==> src/root_sum_pkg.sv <==
// Constants, register map and encodings of the root and block-sum unit.
package root_sum_pkg;

  // ----------------------------------------------------------------
  // Register map
  // ----------------------------------------------------------------
  localparam int AXI_ADDR_W = 8;
  localparam logic [7:0] CTRL_OFFSET = 8'h00;
  localparam logic [7:0] FIRST_SOURCE_OFFSET = 8'h04;
  localparam logic [7:0] SECOND_SOURCE_OFFSET = 8'h08;
  localparam logic [7:0] RESULT_DEST_OFFSET = 8'h0c;
  localparam logic [7:0] STATUS_OFFSET = 8'h10;
  localparam logic [31:0] CTRL_RESET = 32'h0000_0000;
  localparam logic [15:0] ADDR_RESET = 16'h0000;
  localparam int CTRL_OP_BIT = 0;
  localparam int CTRL_TYPE_LSB = 1;
  localparam int CTRL_MODE_BIT = 4;
  localparam int CTRL_KIND_LSB = 5;
  localparam int CTRL_CONST_BIT = 7;
  localparam int STATUS_ERR_BIT = 0;
  localparam int STATUS_CARRY_BIT = 1;
  localparam int STATUS_BUSY_BIT = 2;
  localparam logic [1:0] RESP_OKAY = 2'h0;
  localparam logic [1:0] RESP_SLVERR = 2'h2;

  // ----------------------------------------------------------------
  // Data memory layout and arithmetic constants
  // ----------------------------------------------------------------
  localparam logic [15:0] DREG_BASE = 16'h0000;
  localparam logic [17:0] DREG_COUNT = 18'h00800;
  localparam logic [15:0] TIMER_BASE = 16'h8000;
  localparam logic [17:0] TIMER_COUNT = 18'h00100;
  localparam logic [15:0] COUNTER_BASE = 16'hc000;
  localparam logic [17:0] COUNTER_COUNT = 18'h00100;
  localparam logic [49:0] SCALE_SQ = 50'h0_0000_0000_2710;
  localparam logic [4:0] SQRT_LAST = 5'h18;
  localparam logic signed [9:0] FLT_SHIFT = 10'sh096;
  localparam logic signed [9:0] FLT_ROOT_BIAS = 10'sh08a;
  localparam logic [31:0] FLT_MAX_MAG = 32'h7f7f_ffff;

  // ----------------------------------------------------------------
  // Encodings
  // ----------------------------------------------------------------
  typedef enum logic [2:0] {
    T_WORD = 3'b000,
    T_INT = 3'b001,
    T_DWORD = 3'b010,
    T_LONG = 3'b011,
    T_FLOAT = 3'b100
  } dtype_e;

  typedef enum logic [1:0] {
    K_DATA = 2'b00,
    K_TIMER = 2'b01,
    K_COUNTER = 2'b10
  } kind_e;

  typedef enum logic [3:0] {
    S_IDLE = 4'b0000,
    S_FETCH = 4'b0001,
    S_WAIT = 4'b0010,
    S_CATCH = 4'b0011,
    S_COUNT = 4'b0100,
    S_ACCUM = 4'b0101,
    S_PREP = 4'b0110,
    S_SQRT = 4'b0111,
    S_PACK = 4'b1000,
    S_WRITE = 4'b1001,
    S_FINISH = 4'b1010
  } state_e;

endpackage

==> src/root_sum_unit.sv <==
// Root and block-sum execution unit with AXI4-Lite control registers.
//
// The register addresses and register access over AXI4-Lite were decided locally.
`timescale 1ns/1ps
module root_sum_unit import root_sum_pkg::*; (
  // Clock and reset.
  input wire logic clock,
  input wire logic rst_n,
  // Instruction sequencer.
  input wire logic exec_input,
  input wire logic scan_pulse,
  output logic exec_done,
  output logic exec_busy,
  // Special flags and lamp.
  output logic exec_error_flag,
  output logic carry_borrow_flag,
  output logic error_lamp,
  // Word data memory.
  output logic [15:0] mem_addr,
  output logic mem_rd_en,
  output logic mem_wr_en,
  output logic [15:0] mem_wdata,
  input wire logic [15:0] mem_rdata,
  // AXI4-Lite slave.
  input wire logic [AXI_ADDR_W-1:0] awaddr,
  input wire logic [2:0] awprot,
  input wire logic awvalid,
  output logic awready,
  input wire logic [31:0] wdata,
  input wire logic [3:0] wstrb,
  input wire logic wvalid,
  output logic wready,
  output logic [1:0] bresp,
  output logic bvalid,
  input wire logic bready,
  input wire logic [AXI_ADDR_W-1:0] araddr,
  input wire logic [2:0] arprot,
  input wire logic arvalid,
  output logic arready,
  output logic [31:0] rdata,
  output logic [1:0] rresp,
  output logic rvalid,
  input wire logic rready
);

  // ----------------------------------------------------------------
  // Declarations
  // ----------------------------------------------------------------
  logic [31:0] ctrl;
  logic [15:0] first_source;
  logic [15:0] second_source;
  logic [15:0] result_dest;
  logic aw_hold;
  logic w_hold;
  logic [AXI_ADDR_W-1:0] aw_addr_q;
  logic [31:0] w_data_q;
  logic [3:0] w_strb_q;
  logic wr_fire;
  logic err_clear;
  state_e state;
  state_e after;
  logic is_sum;
  logic is_xor;
  dtype_e dt;
  kind_e kind;
  logic fail;
  logic fetch_two;
  logic word_idx;
  logic [15:0] rd_ptr;
  logic [31:0] opnd;
  logic [15:0] remaining;
  logic [47:0] acc;
  logic [31:0] facc;
  logic fflag;
  logic [49:0] rad;
  logic [26:0] rem;
  logic [24:0] root;
  logic [4:0] step;
  logic signed [9:0] fexp;
  logic [31:0] res;
  logic more;
  logic carry_upd;
  logic carry_val;
  logic [15:0] src_base;
  logic [17:0] src_lim;
  logic [17:0] blk_end;
  logic [26:0] trial;
  logic [26:0] rem_sh;
  logic signed [9:0] f_eraw;
  logic signed [9:0] f_eadj;
  logic f_bad;
  logic [33:0] fsum;
  logic signed [9:0] pexp;
  dtype_e ctl_dt;
  kind_e ctl_kind;
  logic start_bad;

  // Floating add with truncation; returns {overflow, underflow, sum}.
  function automatic logic [33:0] float_add(input logic [31:0] a,
                                            input logic [31:0] b);
    logic [31:0] big;
    logic [31:0] sml;
    logic [27:0] mb;
    logic [27:0] ms;
    logic [27:0] s;
    logic [7:0] d;
    logic signed [9:0] e;
    logic [31:0] r;
    logic ovf;
    logic unf;
    big = (a[30:0] >= b[30:0]) ? a : b;
    sml = (a[30:0] >= b[30:0]) ? b : a;
    mb = {1'b0, |big[30:23], big[22:0], 3'h0};
    ms = {1'b0, |sml[30:23], sml[22:0], 3'h0};
    d = big[30:23] - sml[30:23];
    ms = (d > 8'h1b) ? 28'h0 : ms >> d;
    s = (big[31] == sml[31]) ? mb + ms : mb - ms;
    e = $signed({2'h0, big[30:23]});
    ovf = 1'b0;
    unf = 1'b0;
    r = 32'h0;
    if (s != 28'h0) begin
      if (s[27]) begin
        s = s >> 1;
        e = e + 10'sh001;
      end
      for (int i = 0; i < 26; i++) begin
        if (!s[26]) begin
          s = s << 1;
          e = e - 10'sh001;
        end
      end
      if (e >= 10'sh0ff) begin
        ovf = 1'b1;
        r = {big[31], FLT_MAX_MAG[30:0]};
      end else if (e <= 10'sh000) begin
        unf = 1'b1;
      end else begin
        r = {big[31], e[7:0], s[25:3]};
      end
    end
    return {ovf, unf, r};
  endfunction

  // Merges a write into an old register value under byte strobes.
  function automatic logic [31:0] merge(input logic [31:0] old,
                                        input logic [31:0] nw,
                                        input logic [3:0] strb);
    logic [31:0] r;
    r = old;
    for (int i = 0; i < 4; i++) begin
      if (strb[i]) begin
        r[i*8 +: 8] = nw[i*8 +: 8];
      end
    end
    return r;
  endfunction

  // ----------------------------------------------------------------
  // AXI4-Lite slave
  // ----------------------------------------------------------------
  assign wr_fire = aw_hold && w_hold && !bvalid;
  assign err_clear = wr_fire && aw_addr_q == STATUS_OFFSET &&
                     w_strb_q[0] && w_data_q[STATUS_ERR_BIT];

  // Takes write address and data in either order, then answers.
  always_ff @(posedge clock) begin
    if (!rst_n) begin
      aw_hold <= 1'b0;
      w_hold <= 1'b0;
      awready <= 1'b0;
      wready <= 1'b0;
      bvalid <= 1'b0;
      bresp <= RESP_OKAY;
      aw_addr_q <= '0;
      w_data_q <= 32'h0;
      w_strb_q <= 4'h0;
    end else begin
      if (awvalid && awready) begin
        aw_hold <= 1'b1;
        aw_addr_q <= awaddr;
        awready <= 1'b0;
      end else if (!aw_hold && !bvalid) begin
        awready <= 1'b1;
      end
      if (wvalid && wready) begin
        w_hold <= 1'b1;
        w_data_q <= wdata;
        w_strb_q <= wstrb;
        wready <= 1'b0;
      end else if (!w_hold && !bvalid) begin
        wready <= 1'b1;
      end
      if (wr_fire) begin
        aw_hold <= 1'b0;
        w_hold <= 1'b0;
        bvalid <= 1'b1;
        unique case (aw_addr_q)
          CTRL_OFFSET, FIRST_SOURCE_OFFSET, SECOND_SOURCE_OFFSET,
          RESULT_DEST_OFFSET, STATUS_OFFSET: bresp <= RESP_OKAY;
          default: bresp <= RESP_SLVERR;
        endcase
      end else if (bvalid && bready) begin
        bvalid <= 1'b0;
      end
    end
  end

  // Software-written configuration registers.
  always_ff @(posedge clock) begin
    if (!rst_n) begin
      ctrl <= CTRL_RESET;
      first_source <= ADDR_RESET;
      second_source <= ADDR_RESET;
      result_dest <= ADDR_RESET;
    end else if (wr_fire) begin
      unique case (aw_addr_q)
        CTRL_OFFSET: ctrl <= merge(ctrl, w_data_q, w_strb_q);
        FIRST_SOURCE_OFFSET: first_source <= 16'(merge({16'h0,
          first_source}, w_data_q, w_strb_q));
        SECOND_SOURCE_OFFSET: second_source <= 16'(merge({16'h0,
          second_source}, w_data_q, w_strb_q));
        RESULT_DEST_OFFSET: result_dest <= 16'(merge({16'h0,
          result_dest}, w_data_q, w_strb_q));
        default: ;
      endcase
    end
  end

  // Read channel; unmapped addresses read zero with an error response.
  always_ff @(posedge clock) begin
    if (!rst_n) begin
      arready <= 1'b0;
      rvalid <= 1'b0;
      rdata <= 32'h0;
      rresp <= RESP_OKAY;
    end else if (arvalid && arready) begin
      arready <= 1'b0;
      rvalid <= 1'b1;
      rresp <= RESP_OKAY;
      unique case (araddr)
        CTRL_OFFSET: rdata <= ctrl;
        FIRST_SOURCE_OFFSET: rdata <= {16'h0, first_source};
        SECOND_SOURCE_OFFSET: rdata <= {16'h0, second_source};
        RESULT_DEST_OFFSET: rdata <= {16'h0, result_dest};
        STATUS_OFFSET: rdata <= {29'h0, exec_busy, carry_borrow_flag,
                                 exec_error_flag};
        default: begin
          rdata <= 32'h0;
          rresp <= RESP_SLVERR;
        end
      endcase
    end else if (rvalid && rready) begin
      rvalid <= 1'b0;
    end else if (!rvalid) begin
      arready <= 1'b1;
    end
  end

  // ----------------------------------------------------------------
  // Operand helpers
  // ----------------------------------------------------------------
  assign ctl_dt = dtype_e'(ctrl[CTRL_TYPE_LSB +: 3]);
  assign ctl_kind = kind_e'(ctrl[CTRL_KIND_LSB +: 2]);

  // Rejects type, mode and source combinations the unit cannot run.
  always_comb begin
    start_bad = 1'b0;
    if (!ctrl[CTRL_OP_BIT]) begin
      start_bad = !(ctl_dt == T_WORD || ctl_dt == T_DWORD ||
                    ctl_dt == T_FLOAT);
    end else if (ctrl[CTRL_MODE_BIT]) begin
      start_bad = ctl_dt != T_WORD;
    end else begin
      start_bad = ctrl[CTRL_TYPE_LSB +: 3] > 3'(T_FLOAT);
    end
    if (ctrl[CTRL_OP_BIT] && ctl_dt == T_FLOAT && ctl_kind != K_DATA) begin
      start_bad = 1'b1;
    end
    if (ctrl[CTRL_KIND_LSB +: 2] == 2'h3) begin
      start_bad = 1'b1;
    end
  end

  // Timers and counters are read from their current-value areas.
  always_comb begin
    unique case (kind)
      K_TIMER: begin
        src_base = TIMER_BASE;
        src_lim = TIMER_COUNT;
      end
      K_COUNTER: begin
        src_base = COUNTER_BASE;
        src_lim = COUNTER_COUNT;
      end
      default: begin
        src_base = DREG_BASE;
        src_lim = DREG_COUNT;
      end
    endcase
  end

  assign blk_end = {2'h0, first_source} +
                   ({2'h0, opnd[15:0]} << (dt != T_WORD && dt != T_INT));
  assign rem_sh = {rem[24:0], rad[49:48]};
  assign trial = {root, 2'b01};
  assign f_eraw = $signed({2'h0, opnd[30:23]}) - FLT_SHIFT;
  assign f_eadj = f_eraw[0] ? f_eraw - 10'sh001 : f_eraw;
  assign f_bad = opnd[30:23] == 8'hff ||
                 (opnd[30:23] == 8'h00 && opnd[22:0] != 23'h0);
  assign fsum = float_add(facc, opnd);
  assign pexp = root[24] ? fexp + 10'sh001 : fexp;

  // ----------------------------------------------------------------
  // Execution sequencer
  // ----------------------------------------------------------------
  // One pass per scan pulse; finishes well inside a scan.
  always_ff @(posedge clock) begin
    if (!rst_n) begin
      state <= S_IDLE;
      after <= S_IDLE;
      is_sum <= 1'b0;
      is_xor <= 1'b0;
      dt <= T_WORD;
      kind <= K_DATA;
      fail <= 1'b0;
      fetch_two <= 1'b0;
      word_idx <= 1'b0;
      rd_ptr <= 16'h0;
      opnd <= 32'h0;
      remaining <= 16'h0;
      acc <= 48'h0;
      facc <= 32'h0;
      fflag <= 1'b0;
      rad <= 50'h0;
      rem <= 27'h0;
      root <= 25'h0;
      step <= 5'h0;
      fexp <= 10'sh000;
      res <= 32'h0;
      more <= 1'b0;
      carry_upd <= 1'b0;
      carry_val <= 1'b0;
      mem_addr <= 16'h0;
      mem_rd_en <= 1'b0;
      mem_wr_en <= 1'b0;
      mem_wdata <= 16'h0;
      exec_done <= 1'b0;
    end else begin
      exec_done <= 1'b0;
      unique case (state)
        S_IDLE: begin
          if (scan_pulse && exec_input) begin
            is_sum <= ctrl[CTRL_OP_BIT];
            is_xor <= ctrl[CTRL_MODE_BIT];
            dt <= ctl_dt;
            kind <= ctl_kind;
            fail <= start_bad;
            carry_upd <= 1'b0;
            acc <= 48'h0;
            facc <= 32'h0;
            fflag <= 1'b0;
            word_idx <= 1'b0;
            if (start_bad) begin
              state <= S_FINISH;
            end else if (!ctrl[CTRL_OP_BIT]) begin
              rd_ptr <= DREG_BASE + first_source;
              fetch_two <= ctl_dt != T_WORD;
              after <= S_PREP;
              state <= S_FETCH;
            end else if (ctrl[CTRL_CONST_BIT]) begin
              opnd <= {16'h0, second_source};
              state <= S_COUNT;
            end else begin
              rd_ptr <= DREG_BASE + second_source;
              fetch_two <= 1'b0;
              after <= S_COUNT;
              state <= S_FETCH;
            end
          end
        end
        S_FETCH: begin
          mem_addr <= rd_ptr;
          mem_rd_en <= 1'b1;
          state <= S_WAIT;
        end
        S_WAIT: begin
          mem_rd_en <= 1'b0;
          state <= S_CATCH;
        end
        S_CATCH: begin
          opnd <= {opnd[15:0], mem_rdata};
          rd_ptr <= rd_ptr + 16'h1;
          if (fetch_two && !word_idx) begin
            word_idx <= 1'b1;
            state <= S_FETCH;
          end else begin
            word_idx <= 1'b0;
            state <= after;
          end
        end
        S_COUNT: begin
          if (opnd[15:0] == 16'h0 || blk_end > src_lim) begin
            fail <= 1'b1;
            state <= S_FINISH;
          end else begin
            remaining <= opnd[15:0];
            rd_ptr <= src_base + first_source;
            fetch_two <= dt != T_WORD && dt != T_INT;
            after <= S_ACCUM;
            state <= S_FETCH;
          end
        end
        S_ACCUM: begin
          remaining <= remaining - 16'h1;
          state <= (remaining == 16'h1) ? S_PACK : S_FETCH;
          if (is_xor) begin
            acc[15:0] <= acc[15:0] ^ opnd[15:0];
          end else begin
            unique case (dt)
              T_WORD: acc <= acc + {32'h0, opnd[15:0]};
              T_INT: acc <= acc + {{32{opnd[15]}}, opnd[15:0]};
              T_DWORD: acc <= acc + {16'h0, opnd};
              T_LONG: acc <= acc + {{16{opnd[31]}}, opnd};
              default: begin
                if (f_bad) begin
                  fail <= 1'b1;
                  state <= S_FINISH;
                end else begin
                  facc <= fsum[31:0];
                  fflag <= fflag | fsum[33] | fsum[32];
                end
              end
            endcase
          end
        end
        S_PREP: begin
          rem <= 27'h0;
          root <= 25'h0;
          step <= 5'h0;
          state <= S_SQRT;
          if (dt == T_WORD) begin
            rad <= {34'h0, opnd[15:0]} * SCALE_SQ;
          end else if (dt == T_DWORD) begin
            rad <= {18'h0, opnd} * SCALE_SQ;
          end else if (f_bad) begin
            fail <= 1'b1;
            state <= S_FINISH;
          end else if (opnd[31] && opnd[30:0] != 31'h0) begin
            fail <= 1'b1;
            state <= S_FINISH;
          end else if (opnd[30:0] == 31'h0) begin
            rad <= 50'h0;
          end else begin
            rad <= f_eraw[0] ? {1'b0, 1'b1, opnd[22:0], 25'h0}
                             : {2'h0, 1'b1, opnd[22:0], 24'h0};
            fexp <= (f_eadj >>> 1) + FLT_ROOT_BIAS;
          end
        end
        S_SQRT: begin
          rad <= rad << 2;
          step <= step + 5'h1;
          if (rem_sh >= trial) begin
            rem <= rem_sh - trial;
            root <= {root[23:0], 1'b1};
          end else begin
            rem <= rem_sh;
            root <= {root[23:0], 1'b0};
          end
          if (step == SQRT_LAST) begin
            state <= S_PACK;
          end
        end
        S_PACK: begin
          mem_addr <= DREG_BASE + result_dest - 16'h1;
          state <= S_WRITE;
          carry_upd <= 1'b0;
          carry_val <= 1'b0;
          more <= 1'b1;
          if (!is_sum) begin
            carry_upd <= dt != T_WORD;
            if (dt == T_WORD) begin
              res <= {root[15:0], 16'h0};
              more <= 1'b0;
            end else if (dt == T_DWORD) begin
              res <= {7'h0, root};
            end else if (root == 25'h0) begin
              res <= 32'h0;
            end else begin
              res <= {1'b0, pexp[7:0],
                      root[24] ? root[23:1] : root[22:0]};
            end
          end else if (is_xor) begin
            res <= {acc[15:0], 16'h0};
            more <= 1'b0;
          end else begin
            carry_upd <= dt != T_WORD && dt != T_INT;
            unique case (dt)
              T_WORD, T_INT: res <= acc[31:0];
              T_DWORD: begin
                res <= acc[31:0];
                carry_val <= acc[47:32] != 16'h0;
              end
              T_LONG: begin
                res <= acc[31:0];
                carry_val <= acc[47:31] != {17{acc[31]}};
              end
              default: begin
                res <= facc;
                carry_val <= fflag;
              end
            endcase
          end
        end
        S_WRITE: begin
          mem_addr <= mem_addr + 16'h1;
          mem_wdata <= res[31:16];
          mem_wr_en <= 1'b1;
          res <= {res[15:0], 16'h0};
          more <= 1'b0;
          if (!more) begin
            state <= S_FINISH;
          end
        end
        S_FINISH: begin
          mem_wr_en <= 1'b0;
          exec_done <= 1'b1;
          state <= S_IDLE;
        end
        default: state <= S_IDLE;
      endcase
    end
  end

  // ----------------------------------------------------------------
  // Flags and status outputs
  // ----------------------------------------------------------------
  // Error flag and lamp latch; a new error wins over a software clear.
  always_ff @(posedge clock) begin
    if (!rst_n) begin
      exec_error_flag <= 1'b0;
      error_lamp <= 1'b0;
    end else if (state == S_FINISH && fail) begin
      exec_error_flag <= 1'b1;
      error_lamp <= 1'b1;
    end else if (err_clear) begin
      exec_error_flag <= 1'b0;
      error_lamp <= 1'b0;
    end
  end

  // Carry follows each successful 32-bit or float execution.
  always_ff @(posedge clock) begin
    if (!rst_n) begin
      carry_borrow_flag <= 1'b0;
    end else if (state == S_FINISH && !fail && carry_upd) begin
      carry_borrow_flag <= carry_val;
    end
  end

  // Busy flag for software and the sequencer.
  always_ff @(posedge clock) begin
    if (!rst_n) begin
      exec_busy <= 1'b0;
    end else begin
      exec_busy <= !(state == S_FINISH ||
                     (state == S_IDLE && !(scan_pulse && exec_input)));
    end
  end

endmodule

==> config.mk <==
export PLATFORM = sky130hd
export DESIGN_NAME = root_sum_unit
export DESIGN_NICKNAME = d
export VERILOG_FILES = /design/src/root_sum_pkg.sv /design/src/root_sum_unit.sv
export SDC_FILE = /design/constraint.sdc
export NUM_CORES = 2
export LEC_CHECK = 0
export BUFFER_PORTS_ARGS = -buffer_cell sky130_fd_sc_hd__buf_4
export CORE_UTILIZATION = 28
export DETAILED_ROUTE_END_ITERATION = 8
export PLACE_DENSITY = 0.54
export SLEW_MARGIN = 20
export SYNTH_ARGS = -nofsm -noshare
export SYNTH_HDL_FRONTEND = slang
export SYNTH_SLANG_ARGS = --single-unit
export TNS_END_PERCENT = 50
==> constraint.sdc <==
create_clock -name clock -period 27.7 [get_ports clock]
set_input_delay 6.925 -clock clock [delete_from_list [all_inputs] [get_ports clock]]
set_output_delay 6.925 -clock clock [all_outputs]
set_load 0.05 [all_outputs]
-- Yosys cells after proc, flatten, opt, wreduce, memory -nomap -nowiden
Cells that the tools add are included.
- add/subtract/negate cells: 46
- multiply operators: 2
- $lt $le $gt $ge: 7
- equality and inequality tests: 52
- shifts and indexed selects: 2
- muxes and demuxes: 239
- bitwise logic cells: 11
- reduce and logical (&&, ||, !) cells: 103
- operators with widths (kind ; count):
    27-bit 2-to-1 mux ; 52
    32-bit 2-to-1 mux ; 18
    10-bit 2-to-1 mux ; 53
    10-bit by 2-bit subtractor with 10-bit output (second input constant) ; 26
    50-bit 2-to-1 mux ; 4
    32-bit one-hot mux with 2 select lines ; 3
    48-bit one-hot mux with 4 select lines ; 1
    32-bit one-hot mux with 5 select lines ; 1
    16-bit 2-to-1 mux ; 7
    25-bit one-hot mux with 2 select lines ; 2
    50-bit one-hot mux with 2 select lines ; 1
    49-bit 2-to-1 mux ; 2
    48-bit adder ; 2
    16-bit one-hot mux with 3 select lines ; 2
    48-bit one-hot mux with 2 select lines ; 1
    4-bit 2-to-1 mux ; 19
    16-bit one-hot mux with 2 select lines ; 2
    31-bit 2-to-1 mux ; 2
    28-bit 2-to-1 mux ; 2
    48-bit by 16-bit adder with 48-bit output ; 1
    48-bit by 32-bit adder with 48-bit output ; 1
    48-bit 2-to-1 mux ; 1
    1-bit 2-to-1 mux ; 43
    32-bit by 10-bit multiplier with 42-bit output (second input constant) ; 1
    other kinds (90) ; 215
- register bits: 516
- input bits: 83
- word-level logic and storage cells: 518

-- Depth between registers and ports, before layout
- depth in word-level cells: 96
- gate-level depth with buffers: 111
- gate-level depth less buffers: 99

-- Worst setup path before layout
No wires, ideal clock.
- path kind: register to register
- start: register opnd[26]
- end: register facc[16]
- library setup time: 152 ps
- data arrival time: 20875 ps
- slack: 6673 ps
- cell stages (with the launch flop): 110
- buffers on the path: 13
- cell sequence: dfxtp_1 > clkbuf_1 > inv_1 > ha_1 > buf_2 > a211oi_2 > o21bai_1 > a21o_1 > a21oi_2 > o21a_1 > buf_4 > buf_4 > buf_2 > buf_1 > clkbuf_1 > clkbuf_1 > mux2_2 > ha_1 > [74 not listed] > or4_1 > a21oi_1 > xnor2_1 > buf_2 > o21ai_0 > xnor2_1 > mux2_2 > xnor2_1 > or3_1 > o21a_1 > o31ai_1 > nor2b_1 > o21ai_0 > or3b_1 > a21boi_1 > o21ai_2 > buf_4 > a221oi_2
- word-level cells in the longest chain between the ends: 95
- ends and longest elaborated chain (element ; line ; RTL):
    from (decl) ; root_sum_unit.sv:70 ; logic [31:0] opnd;
    from (signal assigned) ; root_sum_unit.sv:372 ; opnd <= {16'h0, second_source};
    from (signal assigned) ; root_sum_unit.sv:392 ; opnd <= {opnd[15:0], mem_rdata};
    31-bit greater-or-equal comparator ; root_sum_unit.sv:111, root_sum_unit.sv:112 ;
    32-bit 2-to-1 mux (on tied branches) ; root_sum_unit.sv:111, root_sum_unit.sv:112 ;
    8-bit subtractor or 8-bit OR reduction (tied branches) ; root_sum_unit.sv:115, root_sum_unit.sv:114 ;
    27-bit by 8-bit right shift with 28-bit output or 8-bit by 5-bit > comparator with 1-bit output (tied branches) ; root_sum_unit.sv:116 ; ms = (d > 8'h1b) ? 28'h0 : ms >> d;
    28-bit 2-to-1 mux ; root_sum_unit.sv:116 ;
    27-bit by 28-bit subtractor with 28-bit output or 27-bit by 28-bit adder with 28-bit output (tied branches) ; root_sum_unit.sv:117 ; s = (big[31] == sml[31]) ? mb + ms : mb - ms;
    28-bit 2-to-1 mux ; root_sum_unit.sv:117 ;
    9-bit 2-to-1 mux ; root_sum_unit.sv:123 ; if (s[27]) begin
    [79 not listed] ; -- ;
    10-bit by 1-bit <= comparator with 1-bit output ; root_sum_unit.sv:136 ; end else if (e <= 10'sh000) begin
    32-bit 2-to-1 mux ; root_sum_unit.sv:136 ;
    32-bit 2-to-1 mux ; root_sum_unit.sv:133 ; if (e >= 10'sh0ff) begin
    32-bit 2-to-1 mux ; root_sum_unit.sv:122 ; if (s != 28'h0) begin
    32-bit 2-to-1 mux ; root_sum_unit.sv:426 ; if (f_bad) begin
    32-bit 2-to-1 mux ; root_sum_unit.sv:420 ; unique case (dt)
    32-bit 2-to-1 mux ; root_sum_unit.sv:417 ; if (is_xor) begin
    32-bit one-hot mux with 2 select lines ; root_sum_unit.sv:351 ; unique case (state)
    to (signal assigned) ; root_sum_unit.sv:430 ; facc <= fsum[31:0];
    to (decl) ; root_sum_unit.sv:73 ; logic [31:0] facc;
Parallel ways exist; a longest one is shown, timed or not. The select of a mux whose other input is x is not followed.
A chain may end at the register's enable or synchronous reset.

-- Worst setup path after layout
- start: register opnd[20]
- end: register facc[5]
Same word-level chain as after synthesis.

==> flow_summary.yaml <==
sta:
  final.min_clock_period_ps: 23990
  fmax_ghz: 0.0417
  worst_slew_pin_slew_ps: 1120
  finalCritPeriodShare: 0.866
  setup_viol: 0
  slew_viol_final: 0
  slew-limit-headroom: 0.250
  hold_violations: 0
  setup_tns_ps: 0
  fin_skew_ps: 14.5
  rsz0062_at_grt: "no"
  whs_ps: 451
placed_design:
  hpwl_um: 138000
  placed_area_um2: 54700
  gp_congestion: 0.902
  numPortBuffers: 154
min_path:
  hold_depth: 2
  worstHoldPathType: "flop to flop"
critical_path:
  arrival_ps: 24520
  path_class: "flop to flop"
  start_kind: "flop"
  cp-end-kind: "flop"
  cp_common_cell: "ha_1"
  ff2ff_path_depth: 95
  path_max_fanout: 88
  crit_required_ps: 28230
  crit_path_max_incr_delay_ps: 830
  cp_slowest_cell: "nor3_4"
clock_tree:
  htree_levels: 2
  cts-resized-gates: 0
  clkSinkCount: 509
  clk_latency_ps: 650
  clk_pin_slew_ps: 60
  cts_tree: "yes"
  cts_buffers: 61
  cts.root.buffer_cell: "clkbuf_16"
  post_cts_buffers: 0
  ctsHoldBuffers: 0
  clk_path_buf_depth: 3
layout:
  nFillCells: 19400
  drive_above_1_share: 0.0878
  post-route-util: 0.313
  layout_commonest_cell: "nand2_1"
  n_antenna_cell: 0
  nets: 7354
  multi_input_area_um2: 37700
  postLayoutCellArea_um2: 56700
  syn_to_final_growth_pct: 11.0
  layout_common_cells: "nand2_1, nor2_1, a21oi_1"
  final-seq-area_um2: 10200
grt:
  antenna_found_initial: 4
  grt_pass1_vias: 47500
  grt_use_total: 0.194
  grt_max_degree: 160
  grt_pass1_wl_um: 287000
  grt-ovfl-total: 0
floorplanning:
  num_rows: 156
  initial_core_util: 0.282
  core_um2: 181000
  dieHeight_um: 429
  io_pins: 163
  die_x_um: 429
  dieArea_um2: 184000
pwr:
  total_power_uw: 2220
  p_per_area_nw_per_um2: 39.2
  leakage_uw: 0.0235
  ir_drop_mv: 0.0675
yosys:
  synth_seq_cells: 509
  syn_inst: 6868
  synthTopCellsByArea: "dfxtp_1, ha_1, nand2_1, a21oi_1, nor2_1"
  async_reset_ff_frac: 0
  synth-edff-count: 0
  dominantRegCellSynth: "dfxtp_1"
  synth_seq_area_share: 0.200
  syn-cell-area_um2: 51100
  synth_warnings: 0
  netlist.area_leader.share: 0.200
  post_synth_num_cell_types: 124
  avgSynthCellArea_um2: 7.44
  synth_top_area_cell: "dfxtp_1"
drt:
  drt_wl_total_um: 186000
  routedWlPerCell_um: 20.2
  initialDrtViolationCount: 5098
  drc: 0
  drt-vias-per-instance: 5.59
  dr.pass1.iters: 7
  postRouteAntennaNets: 0
  vias: 51400
status:
  status: "finished clean"
job:
  maxCapViolations: 0
final cells by class:
type                    instances  area share
clock inverters                19     0.00466
repair buffers                276      0.0369
flip-flops and latches        509       0.180
clock buffers                  84      0.0302
multi-input cells            5481       0.665
inverters                     468      0.0311
well taps                    2370      0.0523
stage by stage:
step | setup WS [ps] | cells
floorplan | 6670 | 6869
global placement | 3800 | 9103
detailed placement | 3750 | 9103
CTS | 3620 | 9206
global route | 2150 | 9207
finish | 3710 | 9207
routing by layer:
metal,vias up,track usage,share of wire
met5,-,0,0.000070
met3,311,0.0234,0.065
met1,24800,0.277,0.47
met4,2,0.0563,0.029
li1,24600,-,-
met2,1719,0.302,0.44
state kept, by name (all words and copies together) (netlist names), 5 cells and up:
register	cells
acc	48
rad	46
ctrl	32
facc	32
opnd	32
rdata	32
res	32
w_data_q	32
rem	25
root	25
first_source	16
mem_addr	16
mem_wdata	16
rd_ptr	16
remaining	16
result_dest	16
second_source	16
aw_addr_q	8
fexp	8
step	5
synthesized netlist by cell type (all sizes together), types with 57 or more instances:
cell and number:
mux2 70, nand2b 59, a21o 133, nor2 705, mux2i 207, xnor2 219
a22oi 158, buf 68, and2 57, inv 466, o21ai 355, nand4 79
and3 60, fa 88, a211oi 87, nor3 184, dfxtp 509, xor2 93
nand3 203, o211ai 85, a221oi 100, a21oi 566, ha 386, a31oi 65
nand2 770, nor4 65, clkbuf 343
cell families (layout without fill, tap and decap cells):
kind of cell    Yosys count  count (layout)  synth area share
fa+ha+maj               481             481             0.130
buf+inv                 879             847            0.0662
compound gates         2003            2003             0.264
mux                     290             290            0.0620
simple gates           2387            2387             0.216
flops                   509             509             0.200
xor+xnor                318             318            0.0617
other cells               1               2         0.0000734
critical path: cells and delay by family (launching register included):
family / cells / cell delay (ps)
buf+inv: 8 / 2020
mux: 5 / 1530
xor+xnor: 4 / 1350
fa+ha+maj: 17 / 4730
flops: 1 / 820
simple gates: 32 / 6400
compound gates: 29 / 6930
report_power, final:
group | leakage, µW | switching, µW | internal (µW)
Combinational | 0.0184 | 408 | 251
Clock | 0.000981 | 331 | 483
Sequential | 0.00411 | 10.7 | 740
worst paths after layout:
| path | from | endpoint | slack [ps] |
|---|---|---|---|
| worst max register to register | opnd[20] | facc[5] | 3710 |
| worst max-delay path | opnd[20] | facc[5] | 3710 |
| worst min register to register | w_data_q[16] | w_data_q[16] | 450 |
| worst min-delay path | w_data_q[16] | w_data_q[16] | 450 |
Note: power is estimated with default switching activity, not from simulation.
